`config.mk`:
```
export PLATFORM = sky130hd
export DESIGN_NAME = sadm_decode
export DESIGN_NICKNAME = d
export VERILOG_FILES = /design/src/design/sadm_decode.v
export VERILOG_INCLUDE_DIRS = /design/src /design/src/design
export SDC_FILE = /design/constraint.sdc
export NUM_CORES = 1
export LEC_CHECK = 0
export ABC_AREA = 1
export BUFFER_PORTS_ARGS = -buffer_cell sky130_fd_sc_hd__clkbuf_2
export CORE_ASPECT_RATIO = 1.75
export CORE_MARGIN = 3
export CORE_UTILIZATION = 48
export CTS_BUF_LIST = sky130_fd_sc_hd__clkbuf_8
export CTS_CLUSTER_DIAMETER = 150
export DETAILED_ROUTE_END_ITERATION = 8
export PLACE_DENSITY = 0.81
export SLEW_MARGIN = 20
export SYNTH_ARGS = -nofsm -noshare
export SYNTH_HDL_FRONTEND = slang
export SYNTH_SLANG_ARGS = --single-unit
export TNS_END_PERCENT = 1
```
`constraint.sdc`:
```
create_clock -name CLK -period 1.8 [get_ports CLK]
set_input_delay 0.36 -clock CLK [delete_from_list [all_inputs] [get_ports CLK]]
set_output_delay 0.36 -clock CLK [all_outputs]
set_load 0.01 [all_outputs]
```
`src/design/sadm_defines.vh`:
```
// constants for the sdram address and mask decode block
`ifndef SADM_DEFINES_VH
`define SADM_DEFINES_VH
`define SADM_CFG_X4       2'h0
`define SADM_CFG_X8       2'h1
`define SADM_CFG_X16      2'h2
`define SADM_CMD_LMR      3'h0
`define SADM_CMD_REF      3'h1
`define SADM_CMD_PRE      3'h2
`define SADM_CMD_ACT      3'h3
`define SADM_CMD_WR       3'h4
`define SADM_CMD_RD       3'h5
`define SADM_CMD_BST      3'h6
`define SADM_CMD_NOP      3'h7
`define SADM_PRE_BIT      10
`define SADM_RD_MASK_LAT  2
`define SADM_MODE_RST     12'h000
`endif

```
`src/design/sadm_decode.v`:
```
// address, bank and data mask decode of a four-bank sdram pin interface
`timescale 1ns/100ps
`include "sadm_defines.vh"
//
// Contract
// - write data of a lane whose mask is sampled high is discarded and the array keeps its old value.
// - a mask sampled high during a read turns that lane's outputs off two clocks after the sampling edge.
// - in x16 the low byte mask governs data bits 0-7 and the high byte mask bits 8-15.
// - in x4 and x8 the high byte mask is the only mask and the low byte mask is ignored.
// - the two bank select bits choose the bank for activate, read, write and precharge.
// - an activate captures all twelve address inputs as the row of the selected bank.
// - read and write take the start column from bits 0-9 (x4), 0-8 (x8) or 0-7 (x16).
// - address bit 10 on read or write requests auto precharge of the bank after the burst.
// - address bit 10 on precharge high closes all banks, low only the selected bank.
// - load mode register takes the op-code from the address inputs.
// - the data bus is sixteen, eight or four bits wide by configuration, unused pins stay off.
// - all inputs are sampled only on the rising clock edge.
// - with chip select high no new command is taken but bursts and masking continue.
// - the command is decoded from row, column and write strobes with chip select on one edge.
module sadm_decode (
  // clock and reset
  input  wire        CLK,
  input  wire        RST,
  // configuration
  input  wire [1:0]  WIDTH_CFG,
  // command
  input  wire        CHIP_SELECT_N,
  input  wire        ROW_STROBE_N,
  input  wire        COL_STROBE_N,
  input  wire        WRITE_STROBE_N,
  input  wire        BANK_SELECT_BIT0,
  input  wire        BANK_SELECT_BIT1,
  input  wire [11:0] ADDRESS_INPUTS,
  // masks
  input  wire        LOW_BYTE_MASK,
  input  wire        HIGH_BYTE_MASK,
  // burst control from the core
  input  wire        BURST_ACTIVE,
  input  wire        BURST_IS_WRITE,
  // data pins
  input  wire [15:0] DATA_PINS_IN,
  input  wire [15:0] RD_DATA,
  output reg  [15:0] DATA_PINS_OUT,
  output reg  [15:0] DATA_PINS_OE_N,
  // decoded command
  output reg  [2:0]  CMD_OUT,
  output reg  [1:0]  BANK_OUT,
  output reg  [3:0]  ROW_OPEN,
  output reg  [47:0] ROW_ADDR,
  output reg  [9:0]  COL_ADDR,
  output reg         AUTO_PRE,
  output reg  [3:0]  PRE_BANKS,
  output reg  [11:0] MODE_REG,
  // masked write toward the array
  output reg         WR_VALID,
  input  wire        WR_READY,
  output reg  [15:0] WR_DATA,
  output reg  [15:0] WR_KEEP
);

  reg  [2:0]  cmd;
  reg  [1:0]  bank;
  reg  [1:0]  lane_mask;
  reg  [15:0] width_bits;
  reg  [15:0] bit_mask;
  reg  [1:0]  rmask_d1_ff;
  reg  [1:0]  rmask_d2_ff;
  reg  [15:0] buf_data_ff [0:1];
  reg  [15:0] buf_keep_ff [0:1];
  reg  [1:0]  buf_cnt_ff;
  reg         buf_rd_ff;
  reg         buf_wr_ff;
  wire        push;
  wire        pop;
  wire        buf_ready;
  reg  [15:0] rd_off;

  // expand a two-lane byte mask into sixteen bit lanes
  function [15:0] lanes;
    input [1:0] m;
    begin
      lanes = {{8{m[1]}}, {8{m[0]}}};
    end
  endfunction

  // start column for the configured width, upper bits zero
  function [9:0] col_pick;
    input [1:0]  cfg;
    input [11:0] addr;
    begin
      case (cfg)
        `SADM_CFG_X4: col_pick = addr[9:0];
        `SADM_CFG_X8: col_pick = {1'b0, addr[8:0]};
        default:      col_pick = {2'h0, addr[7:0]};
      endcase
    end
  endfunction

  // command and mask decode
  always @* begin
    case ({CHIP_SELECT_N, ROW_STROBE_N, COL_STROBE_N, WRITE_STROBE_N})
      4'h0:    cmd = `SADM_CMD_LMR;
      4'h1:    cmd = `SADM_CMD_REF;
      4'h2:    cmd = `SADM_CMD_PRE;
      4'h3:    cmd = `SADM_CMD_ACT;
      4'h4:    cmd = `SADM_CMD_WR;
      4'h5:    cmd = `SADM_CMD_RD;
      4'h6:    cmd = `SADM_CMD_BST;
      default: cmd = `SADM_CMD_NOP;
    endcase
    bank = {BANK_SELECT_BIT1, BANK_SELECT_BIT0};
    if (WIDTH_CFG == `SADM_CFG_X16) begin
      lane_mask = {HIGH_BYTE_MASK, LOW_BYTE_MASK};
      width_bits = 16'hFFFF;
    end else begin
      lane_mask = {HIGH_BYTE_MASK, HIGH_BYTE_MASK};
      width_bits = (WIDTH_CFG == `SADM_CFG_X8) ? 16'h00FF : 16'h000F;
    end
    bit_mask = lanes(lane_mask);
    rd_off = lanes(rmask_d2_ff);
  end

  // two-entry write buffer
  assign buf_ready = (buf_cnt_ff != 2'h2);
  assign push = BURST_ACTIVE && BURST_IS_WRITE && buf_ready;
  assign pop = WR_VALID && WR_READY;

  // command capture, bank and row tracking
  always @(posedge CLK) begin
    if (RST) begin
      CMD_OUT <= `SADM_CMD_NOP;
      BANK_OUT <= 2'h0;
      ROW_OPEN <= 4'h0;
      ROW_ADDR <= 48'h000000000000;
      COL_ADDR <= 10'h000;
      AUTO_PRE <= 1'b0;
      PRE_BANKS <= 4'h0;
      MODE_REG <= `SADM_MODE_RST;
    end else begin
      CMD_OUT <= cmd;
      PRE_BANKS <= 4'h0;
      AUTO_PRE <= 1'b0;
      case (cmd)
        `SADM_CMD_ACT: begin
          BANK_OUT <= bank;
          ROW_OPEN[bank] <= 1'b1;
          ROW_ADDR[bank*12 +: 12] <= ADDRESS_INPUTS;
        end
        `SADM_CMD_RD, `SADM_CMD_WR: begin
          BANK_OUT <= bank;
          COL_ADDR <= col_pick(WIDTH_CFG, ADDRESS_INPUTS);
          AUTO_PRE <= ADDRESS_INPUTS[`SADM_PRE_BIT];
        end
        `SADM_CMD_PRE: begin
          BANK_OUT <= bank;
          if (ADDRESS_INPUTS[`SADM_PRE_BIT]) begin
            PRE_BANKS <= 4'hF;
            ROW_OPEN <= 4'h0;
          end else begin
            PRE_BANKS[bank] <= 1'b1;
            ROW_OPEN[bank] <= 1'b0;
          end
        end
        `SADM_CMD_LMR: begin
          MODE_REG <= ADDRESS_INPUTS;
        end
        default: begin
          BANK_OUT <= BANK_OUT;
        end
      endcase
    end
  end

  // read mask pipeline and read data pins, kept running while deselected
  always @(posedge CLK) begin
    if (RST) begin
      rmask_d1_ff <= 2'h0;
      rmask_d2_ff <= 2'h0;
      DATA_PINS_OUT <= 16'h0000;
      DATA_PINS_OE_N <= 16'hFFFF;
    end else begin
      rmask_d1_ff <= lane_mask;
      rmask_d2_ff <= rmask_d1_ff;
      DATA_PINS_OUT <= RD_DATA & width_bits;
      DATA_PINS_OE_N <= ~((BURST_ACTIVE && !BURST_IS_WRITE) ? (width_bits & ~rd_off) : 16'h0000);
    end
  end

  // buffer storage; the count guards every read, so no reset is needed
  always @(posedge CLK) begin
    if (push) begin
      buf_data_ff[buf_wr_ff] <= DATA_PINS_IN & width_bits;
      buf_keep_ff[buf_wr_ff] <= bit_mask | ~width_bits;
    end
  end

  // buffer pointers, count and the registered write toward the array
  always @(posedge CLK) begin
    if (RST) begin
      buf_cnt_ff <= 2'h0;
      buf_rd_ff <= 1'b0;
      buf_wr_ff <= 1'b0;
      WR_VALID <= 1'b0;
      WR_DATA <= 16'h0000;
      WR_KEEP <= 16'h0000;
    end else begin
      if (push) begin
        buf_wr_ff <= ~buf_wr_ff;
      end
      if (pop) begin
        buf_rd_ff <= ~buf_rd_ff;
      end
      buf_cnt_ff <= buf_cnt_ff + {1'b0, push} - {1'b0, pop};
      if (!WR_VALID || pop) begin
        if (buf_cnt_ff - {1'b0, pop} != 2'h0) begin
          WR_VALID <= 1'b1;
          WR_DATA <= buf_data_ff[buf_rd_ff ^ pop];
          WR_KEEP <= buf_keep_ff[buf_rd_ff ^ pop];
        end else begin
          WR_VALID <= 1'b0;
        end
      end
    end
  end

endmodule // sadm_decode

```
==> summary.md, run 1 <==
| Metric | Value |
|---|---|
| Top cells by area, synth | `dfxtp_1 (37%), edfxtp_1 (16%), nand2_1 (9.9%)` |
| Synth top area share | `37.2%` |
| Layout cells sized above 1 | `28.3%` |
| Routability cong. | `0.935` |
| CP Class | `reg2reg` |
| EDFF count, synth | `38` |
| Crit path time final | `1630 ps` |
| HPWL after DPL | `15000 um` |
| Inserted Clock Buffers | `17` |
| R2R Setup Slk | `170 ps` |
| Tcrit/Tclk final | `90.4%` |
| Hold depth | `3` |
| Switching power total | `0.00302 W` |
| Synth Net Count | `945` |
| Max-cap violations | `0` |
| Largest net degree at the start of global routing | `72` |
| Die X | `97.6 um` |
| Final instance area | `8750 um^2` |
| CP most frequent cell | `inv_1` |
| Critical Path AT | `1960 ps` |
| CP required | `2140 ps` |
| Pwr Total | `0.00931 W` |
| Count leader, synth | `nand2_1` |
| Number of global-route vias before repair | `6240` |
| Critical Path Fanout Max | `3` |
| Clock Sinks | `169` |
| Switching share of power | `32.5%` |
| # port buffers | `207` |
| CTS tree | `built` |
| Placed inst area | `8350 um^2` |
| Setup bufs post-CTS | `0` |
| Root Buffer | `clkbuf_8` |
| Cell Pwr Density | `1060 nW/um^2` |
| Post-synth top area cell | `dfxtp_1` |
| Syn Inst Count | `873` |
| Clock Latency Late Sink | `450 ps` |
| Drt pass-1 iters | `5` |
| Total global routing overflow | `0` |
| Internal power | `0.00629 W` |
| R2R depth | `9` |
| Sequential element share of the synthesized area | `53.4%` |
| Final wirelength | `19900 um` |
| Flops & latches, synth | `169` |
| N_diodes | `0` |
| Worst hold path class | `in2reg` |
| Fmax | `614 MHz` |
| Syn Area/Cell | `8.07 um^2` |
| Top FF cell, synth | `dfxtp_1` |
| Post-synth top cells | `nand2_1 (185), dfxtp_1 (131), nor2_1 (107)` |
| First-pass GRT wire length | `31400 um` |
| R2R Path End | `buf_cnt_ff[1]` |
| Layout Nets | `1149` |
| # rows | `58` |
| RSZ-0062 raised after global routing | `no` |
| Yosys warning count | `0` |
| CP startpoint kind | `register` |
| Initial drt markers | `233` |
| # hold bufs at CTS | `0` |
| Core Area | `14400 um^2` |
| Rel. slew slack | `65.4%` |
| CP peak stage delay | `360 ps` |
| Unique masters post-synth | `32` |
| Total GRT Usage | `24.3%` |
| Final Hold Fails | `0` |
| FFs w/ async S/R, synth | `0%` |
| Combinational share of power | `23.0%` |
| Hold Path Sink | `DATA_PINS_OUT[1]` |
| Routed WL per cell | `15.6 um` |
| Max VDD drop | `0.531 mV` |
| CP Capture Type | `register` |
| Final Max Tran Viols | `0` |
| Seq pwr share | `47.5%` |
| Cts repair resizes | `0` |
| Leakage power | `4.20 nW` |
| Vias per cell | `5.02` |
| Layout area overhead | `24.2%` |
| DIE HEIGHT | `166 um` |
| Vias | `6380` |
| Clock share of power | `29.5%` |
| Worst r2r src | `buf_cnt_ff[0]` |
| Post-Syn Area | `7050 um^2` |
| IO Pins | `208` |
| CP cell instances | `inv_1, a21oi_2, inv_1, ha_1, inv_1, ha_1, xnor2_2, o21ai_1, a21oi_1` |
| Worst setup margin | `172 ps` |
| Final worst clock skew | `13.2 ps` |
| Critical path's slowest cell | `dfxtp_2` |
| Clock slew at reported path FFs | `100 ps` |
| HP Start | `RD_DATA[1]` |
| Setup violations, final | `0` |
| Initial antenna violation count | `0` |
| H-tree depth | `4` |
| Result of the run | `completed` |
| Setup WS pre-CTS | `-120 ps` |
| CTS Buffer Depth | `2` |
| Die area | `16200 um^2` |
| DRC | `0` |
| Post-route ant nets | `0` |
| Worst-margin pin slew | `519 ps` |
| Final design utilization | `60.9%` |
| Initial Utilization | `49.0%` |
logic make-up (layout without fill, tap and decap cells):
logic type / Yosys count / in the layout / synth area share, %
simple gates: 362 / 362 / 21.2
xor+xnor: 3 / 3 / 0.480
flops: 169 / 169 / 53.4
buf+inv: 163 / 380 / 10.8
compound gates: 163 / 163 / 11.7
fa+ha+maj: 13 / 13 / 2.31
worst max-delay path, delay by kind of cell, from the launching register on:
family          cells  cell delay, ps
buf+inv             3             180
fa+ha+maj           2             470
compound gates      3             370
flops               1             360
xor+xnor            1             150
cell type report:
class / instances / area, um^2
Fill cell: 1283 / 5620
Sequential cell: 169 / 3760
Tap cell: 180 / 225
Inverter: 93 / 349
Clock buffer: 17 / 234
Multi-Input combinational cell: 541 / 2550
Timing Repair Buffer: 255 / 1470
Clock inverter: 15 / 161
layout by cell type, fill, tap and decap left out, types with 13 or more instances in the layout:
master / Yosys / final
a21oi_1: 72 / 71
o21ai_1: 18 / 19
edfxtp_1: 38 / 38
nand2_1: 185 / 185
buf_4: 32 / 42
o21ai_0: 68 / 67
inv_1: 87 / 88
ha_1: 13 / 13
nor2_1: 107 / 105
clkbuf_2: 1 / 207
nand3_1: 47 / 47
clkbuf_8: 0 / 17
dfxtp_1: 131 / 130
registers in the layout (all words and copies together), names as in the netlist, 4 cells and up:
name	count
COL_ADDR	10
DATA_PINS_OUT	16
MODE_REG	12
PRE_BANKS	4
ROW_ADDR	48
ROW_OPEN	4
WR_DATA	16
buf_data_ff	32
buf_keep_ff	6
metal layers:
metal / global-route usage, % / wire length, um / vias to the layer above
li1: - / - / 3175
met1: 23.4 / 6810 / 2879
met2: 46.7 / 11000 / 255
met3: 3.99 / 983 / 71
met4: 14.8 / 1030 / 0
met5: 0 / 0 / -
through the flow:
stage / hold WS [ps] / setup TNS, ps / std cells
floorplan: 388 / -1400 / 873
global placement: 410 / -1070 / 1238
detailed placement: 403 / -1720 / 1238
CTS: 58.3 / 0 / 1270
global route: 69.5 / 0 / 1270
finish: 92.0 / 0 / 1270
worst max-delay path by stage:
stage                                    to  depth (start not counted)             start
after global routing            WR_DATA[11]                          8          WR_VALID
after CTS                     buf_cnt_ff[1]                          9     buf_cnt_ff[0]
final                         buf_cnt_ff[1]                          9     buf_cnt_ff[0]
after global placement          ROW_ADDR[1]                         10  BANK_SELECT_BIT0
after floorplan           buf_data_ff[0][0]                          4    BURST_IS_WRITE
after detailed placement        ROW_ADDR[9]                         11  BANK_SELECT_BIT1
power by group through the flow:
stage / Sequential (W) / Clock (W) / Combinational, W
4_1_cts: 0.00443 / 0.00279 / 0.00215
3_5_place_dp: 0.00451 / 0 / 0.00214
2_1_floorplan: 0.00462 / 0 / 0.00131
5_1_grt: 0.00448 / 0.00292 / 0.00236
3_3_place_gp: 0.00449 / 0 / 0.00208
6_report: 0.00442 / 0.00274 / 0.00215
Power figures use the tool's default switching activity.
==> run 2, diff against run 1 <==
--- a/config.mk
+++ b/config.mk
@@ -15,6 +15,7 @@
 export CTS_CLUSTER_DIAMETER = 150
 export DETAILED_ROUTE_END_ITERATION = 8
 export PLACE_DENSITY = 0.81
+export REMOVE_ABC_BUFFERS = 1
 export SLEW_MARGIN = 20
 export SYNTH_ARGS = -nofsm -noshare
 export SYNTH_HDL_FRONTEND = slang
==> constraint.sdc (replaced) <==
create_clock -name CLK -period 1.8 [get_ports CLK]
set_input_delay 0.27 -clock CLK [delete_from_list [all_inputs] [get_ports CLK]]
set_output_delay 0.27 -clock CLK [all_outputs]
set_load 0.01 [all_outputs]
==> run 2 against run 1 <==
Against the previous run:
- wire length is 0.61% higher
- core utilization increased by 0.84 points
- via count is 2.1% higher
- power fell by 0.16%
- clock power fell by 2%
- critical endpoint unchanged
- largest power group unchanged
==> summary.md, run 2 (synthesis results as in run 1) <==
| Metric | Value |
|---|---|
| Result of the run | `completed` |
| Initial drt markers | `261` |
| Vias per cell | `5.09` |
| CP startpoint kind | `register` |
| N_diodes | `0` |
| Final Hold Fails | `0` |
| Total GRT Usage | `24.3%` |
| Setup violations, final | `0` |
| Most common cell after layout, fill and taps aside | `clkbuf_2` |
| Drt pass-1 iters | `5` |
| Vias | `6517` |
| Dpl cells | `1232` |
| Routed WL per cell | `15.6 um` |
| Largest net degree at the start of global routing | `72` |
| Leading cell types in the layout, fill and taps excluded | `clkbuf_2 (207), nand2_1 (185), dfxtp_1 (130)` |
| Max-cap violations | `0` |
| Die area | `16200 um^2` |
| RSZ-0062 raised after global routing | `no` |
| Cell Pwr Density | `1050 nW/um^2` |
| Fin cells | `1281` |
| Layout Nets | `1160` |
| Tcrit/Tclk final | `94.4%` |
| Final design utilization | `61.8%` |
| Area of the multi-input gates | `2530 um^2` |
| FILL cells | `1242` |
| DRC | `0` |
| CTS Buffer Depth | `2` |
| Final Max Tran Viols | `0` |
| CTS tree | `built` |
| Layout cells sized above 1 | `27.3%` |
| IO Pins | `208` |
| Largest registers | `ROW_ADDR: 48 flops, buf_data_ff: 32 flops` |
| Largest Register | `ROW_ADDR` |
| Pwr Total | `0.00930 W` |
| DIE HEIGHT | `166 um` |
| HPWL after DPL | `14600 um` |
| Worst-margin pin slew | `541 ps` |
| Fmax | `588 MHz` |
| Layout area overhead | `26.0%` |
| CP Capture Type | `register` |
| Total global routing overflow | `0` |
| Core Area | `14400 um^2` |
| Root Buffer | `clkbuf_8` |
| Clock Latency Late Sink | `460 ps` |
| Initial antenna violation count | `0` |
| H-tree depth | `4` |
| Reg area | `3760 um^2` |
| Clock Sinks | `169` |
| Clock slew at reported path FFs | `100 ps` |
| CP Class | `reg2reg` |
| # port buffers | `207` |
| Initial Utilization | `49.0%` |
| Die X | `97.6 um` |
| Max reg flops | `48` |
| Critical Path Fanout Max | `3` |
| Routability cong. | `0.971` |
| Rel. slew slack | `63.9%` |
| Post-route ant nets | `0` |
| # rows | `58` |
| Final wirelength | `20000 um` |
| Number of global-route vias before repair | `6471` |
| R2R depth | `9` |
| Critical Path AT | `2090 ps` |
| Crit path time final | `1700 ps` |
| CP required | `2190 ps` |
| Setup bufs post-CTS | `0` |
| Inserted Clock Buffers | `17` |
| Final worst clock skew | `18.8 ps` |
| First-pass GRT wire length | `31700 um` |
| Hold depth | `3` |
| Worst hold path class | `in2reg` |
| Max VDD drop | `0.487 mV` |
| Leakage power | `4.24 nW` |
run 2: changes by cell type in the layout (fill, tap and decap cells not counted), moves of 2 or more:
| cell | delta |
|---|---|
| dlygate4sd3_1 | +17 |
| buf_4 | -7 |
| clkinv_8 | +2 |
| inv_8 | +4 |
| bufinv_16 | -2 |
| inv_6 | -2 |
| nor2_1 | +2 |
run 2: what timing repair did:
item	in CTS	in global routing
gates resized for setup	0	2
hold buffers	17	0
endpoints found under the setup margin	0	1
hold endpoints to repair	21	0
run 2: layout make-up:
class                      instances  area share, %
clock inverter                    14           1.68
tap                              180           2.54
inverter                          93           3.93
clock buffer                      18           2.79
sequential                       169           42.4
timing repair buffer             266           18.1
multi-input combinational        541           28.5
run 2: layer usage:
layer | GRT usage (%) | vias to the layer above | part of all wire, %
met5 | 0 | - | 0
met4 | 10.7 | 0 | 3.5
met3 | 5.04 | 56 | 6.8
met2 | 46.6 | 296 | 53
met1 | 24.8 | 2968 | 36
li1 | - | 3197 | -
run 2: worst max-delay path, stage by stage, from the launching register on:
cell and delay, ps:
dfxtp_2 360, inv_1 60, a21oi_2 140, inv_1 90
ha_1 280, inv_1 30, ha_1 180, xnor2_1 210
o21ai_0 120, a21oi_1 150
run 2: power breakdown:
| part | internal (W) | total (W) | switching [W] |
|---|---|---|---|
| clock | 0.00108 | 0.00269 | 0.00161 |
| combinational | 0.000797 | 0.00217 | 0.00138 |
| sequential | 0.00424 | 0.00443 | 0.000193 |
run 2: final timing paths:
path | start | slack, ps | end
setup reg to reg | buf_cnt_ff[0] | 100 | buf_cnt_ff[1]
hold / removal | RD_DATA[6] | 30 | DATA_PINS_OUT[6]
setup / recovery | buf_cnt_ff[0] | 100 | buf_cnt_ff[1]
hold reg to reg | rmask_d1_ff[1] | 410 | lanes.m[1]
run 2: metrics by stage:
stage | cell area (um^2) | hold slack, ps | setup TNS (ps) | setup WS, ps
2_1_floorplan | 6630 | 339 | -10410 | -463
6_report | 8870 | 29.9 | 0 | 100
5_1_grt | 8870 | 15.5 | 0 | 16.4
3_5_place_dp | 8300 | 393 | -191 | -57.8
4_1_cts | 8870 | 10.6 | 0 | 93.3
3_3_place_gp | 8300 | 392 | 0 | 2.99
==> run 3, diff against run 2 <==
--- a/config.mk
+++ b/config.mk
@@ -9,13 +9,11 @@
 export ABC_AREA = 1
 export BUFFER_PORTS_ARGS = -buffer_cell sky130_fd_sc_hd__clkbuf_2
 export CORE_ASPECT_RATIO = 1.75
-export CORE_MARGIN = 3
 export CORE_UTILIZATION = 48
 export CTS_BUF_LIST = sky130_fd_sc_hd__clkbuf_8
 export CTS_CLUSTER_DIAMETER = 150
 export DETAILED_ROUTE_END_ITERATION = 8
 export PLACE_DENSITY = 0.81
-export REMOVE_ABC_BUFFERS = 1
 export SLEW_MARGIN = 20
 export SYNTH_ARGS = -nofsm -noshare
 export SYNTH_HDL_FRONTEND = slang
==> run 3 against run 2 <==
Against the previous run:
- cell area down 0.42%
- wire length is 0.86% lower
- cell count is 0.23% lower
- power hardly changed
- sequential power barely moved
- clock power grew 3%
- core utilization decreased by 0.26 points
- clock-buffer cell count shrank 1
- combinational power decreased by 3%
- global-route usage up 2.7 points
- critical endpoint unchanged
- highest routed layer unchanged
==> summary.md, run 3 (synthesis results as in run 1) <==
| Metric | Value |
|---|---|
| Total GRT Usage | `27.0%` |
| Critical Path Fanout Max | `3` |
| Clock Sinks | `169` |
| # port buffers | `207` |
| Total global routing overflow | `0` |
| Final wirelength | `19800 um` |
| Worst r2r src | `buf_cnt_ff[0]` |
| Layout Nets | `1157` |
| Hold depth | `3` |
| Layout cells sized above 1 | `27.5%` |
| H-tree depth | `4` |
| Vias | `6382` |
| Clock Latency Late Sink | `460 ps` |
| Die X | `93.6 um` |
| Post-route ant nets | `0` |
| CP startpoint kind | `register` |
| Routability cong. | `0.971` |
| CP Class | `reg2reg` |
| Core Area | `14400 um^2` |
| CTS tree | `built` |
| Final worst clock skew | `19.9 ps` |
| HPWL after DPL | `14800 um` |
| Max reg flops | `48` |
| Metal3 WL | `929 um` |
| Initial antenna violation count | `0` |
| Leakage power | `4.23 nW` |
| Routed WL per cell | `15.5 um` |
| Drt pass-1 iters | `5` |
| Final hold slack | `23.0 ps` |
| Root Buffer | `clkbuf_8` |
| R2R depth | `9` |
| IO Pins | `208` |
| Most common cell after layout, fill and taps aside | `clkbuf_2` |
| Clock slew at reported path FFs | `90 ps` |
| R2R Path End | `buf_cnt_ff[1]` |
| Number of global-route vias before repair | `6138` |
| DR top layer | `met4` |
| Leading cell types in the layout, fill and taps excluded | `clkbuf_2 (207), nand2_1 (185), dfxtp_1 (131)` |
| Critical Path AT | `1990 ps` |
| Hold Path Sink | `DATA_PINS_OUT[7]` |
| Max-cap violations | `0` |
| First-pass GRT wire length | `30800 um` |
| R2R Setup Slk | `150 ps` |
| Setup violations, final | `0` |
| Fmax | `607 MHz` |
| Largest net degree at the start of global routing | `72` |
| DRC | `0` |
| # rows | `58` |
| Max VDD drop | `0.524 mV` |
| HP Start | `RD_DATA[7]` |
| Largest Register | `ROW_ADDR` |
| CP required | `2140 ps` |
| N_diodes | `0` |
| Die area | `15200 um^2` |
| Worst hold path class | `in2reg` |
| Tcrit/Tclk final | `91.5%` |
| DR WL met2 | `11000 um` |
| CP Capture Type | `register` |
| Cell Pwr Density | `1050 nW/um^2` |
| Final Max Tran Viols | `0` |
| Largest registers | `ROW_ADDR: 48 flops, buf_data_ff: 32 flops` |
| Vias per cell | `4.99` |
| Rel. slew slack | `66.5%` |
| M1 wire length | `6820 um` |
| Initial drt markers | `263` |
| Initial Utilization | `49.0%` |
| DIE HEIGHT | `162 um` |
| Layout area overhead | `25.4%` |
| Placed inst area | `8260 um^2` |
| Final Hold Fails | `0` |
| CTS Buffer Depth | `2` |
| Worst-margin pin slew | `502 ps` |
| Final instance area | `8840 um^2` |
| Crit path time final | `1650 ps` |
| Inserted Clock Buffers | `17` |
| FILL cells | `1286` |
| Result of the run | `completed` |
==> run 3: cell types whose count changed in the layout (fill, tap and decap cells not counted), sizes merged <==
cell	delta
dlygate4sd3	-2
buf	-1
bufinv	+1
clkbuf	-1
clkinvlp	-1
inv	+1
==> run 3: final cells by class <==
cell class | count | area [um^2] | share of cell area, %
clock buffers | 17 | 234 | 2.65
clock inverters | 15 | 179 | 2.02
inverters | 93 | 349 | 3.95
multi-input cells | 541 | 2540 | 28.8
flip-flops and latches | 169 | 3760 | 42.6
well taps | 180 | 225 | 2.55
repair buffers | 263 | 1540 | 17.5
==> run 3: where the power goes <==
group          internal (W)  switching [W]  total, W
Sequential          0.00423       0.000184   0.00442
Combinational      0.000788        0.00133   0.00211
Clock               0.00118        0.00159   0.00277
==> run 3: metrics by stage <==
stage	power [W]	instances	setup WS, ps	TNS, ps	util [%]
6_report	0.00931	1278	152	0	61.5
5_1_grt	0.00984	1278	-0.232	-0.232	61.5
3_5_place_dp	0.00659	1231	-34.9	-100	57.5
2_1_floorplan	0.00594	873	-43.2	-821	-
4_1_cts	0.00937	1277	85.4	0	61.4
3_3_place_gp	0.00653	1231	-31.5	-40.0	57.5
==> run 3: critical path, stage by stage (launching register included) <==
cell and delay, ps:
dfxtp_1 370, inv_1 70, a21oi_2 140, inv_1 110, ha_1 290, inv_1 40, ha_1 190, xnor2_2 140
o21ai_1 130, a21oi_1 50
==> run 3: worst max path at each step <==
stage / to / slack, ps / depth (start not counted) / startpoint
floorplan: buf_data_ff[0][0] / -40 / 4 / buf_cnt_ff[0]
global placement: ROW_ADDR[37] / -30 / 10 / BANK_SELECT_BIT1
detailed placement: ROW_ADDR[43] / -30 / 9 / BANK_SELECT_BIT1
CTS: buf_cnt_ff[1] / 90 / 9 / buf_cnt_ff[0]
global route: buf_cnt_ff[1] / -0.2 / 9 / buf_cnt_ff[0]
finish: buf_cnt_ff[1] / 150 / 9 / buf_cnt_ff[0]
==> run 3: timing repair <==
item                                   in CTS  in global routing
setup endpoints to repair                   0                  1
buffers inserted                            0                  0
endpoints found under the hold margin      16                  2
hold buffers                               14                  1
resized for setup                           0                  3
==> run 3: routing by layer <==
layer	up-vias	global-route usage (%)
met5	-	0
met4	0	16.6
met3	65	4.59
met2	227	51.2
met1	2905	26.4
li1	3185	-
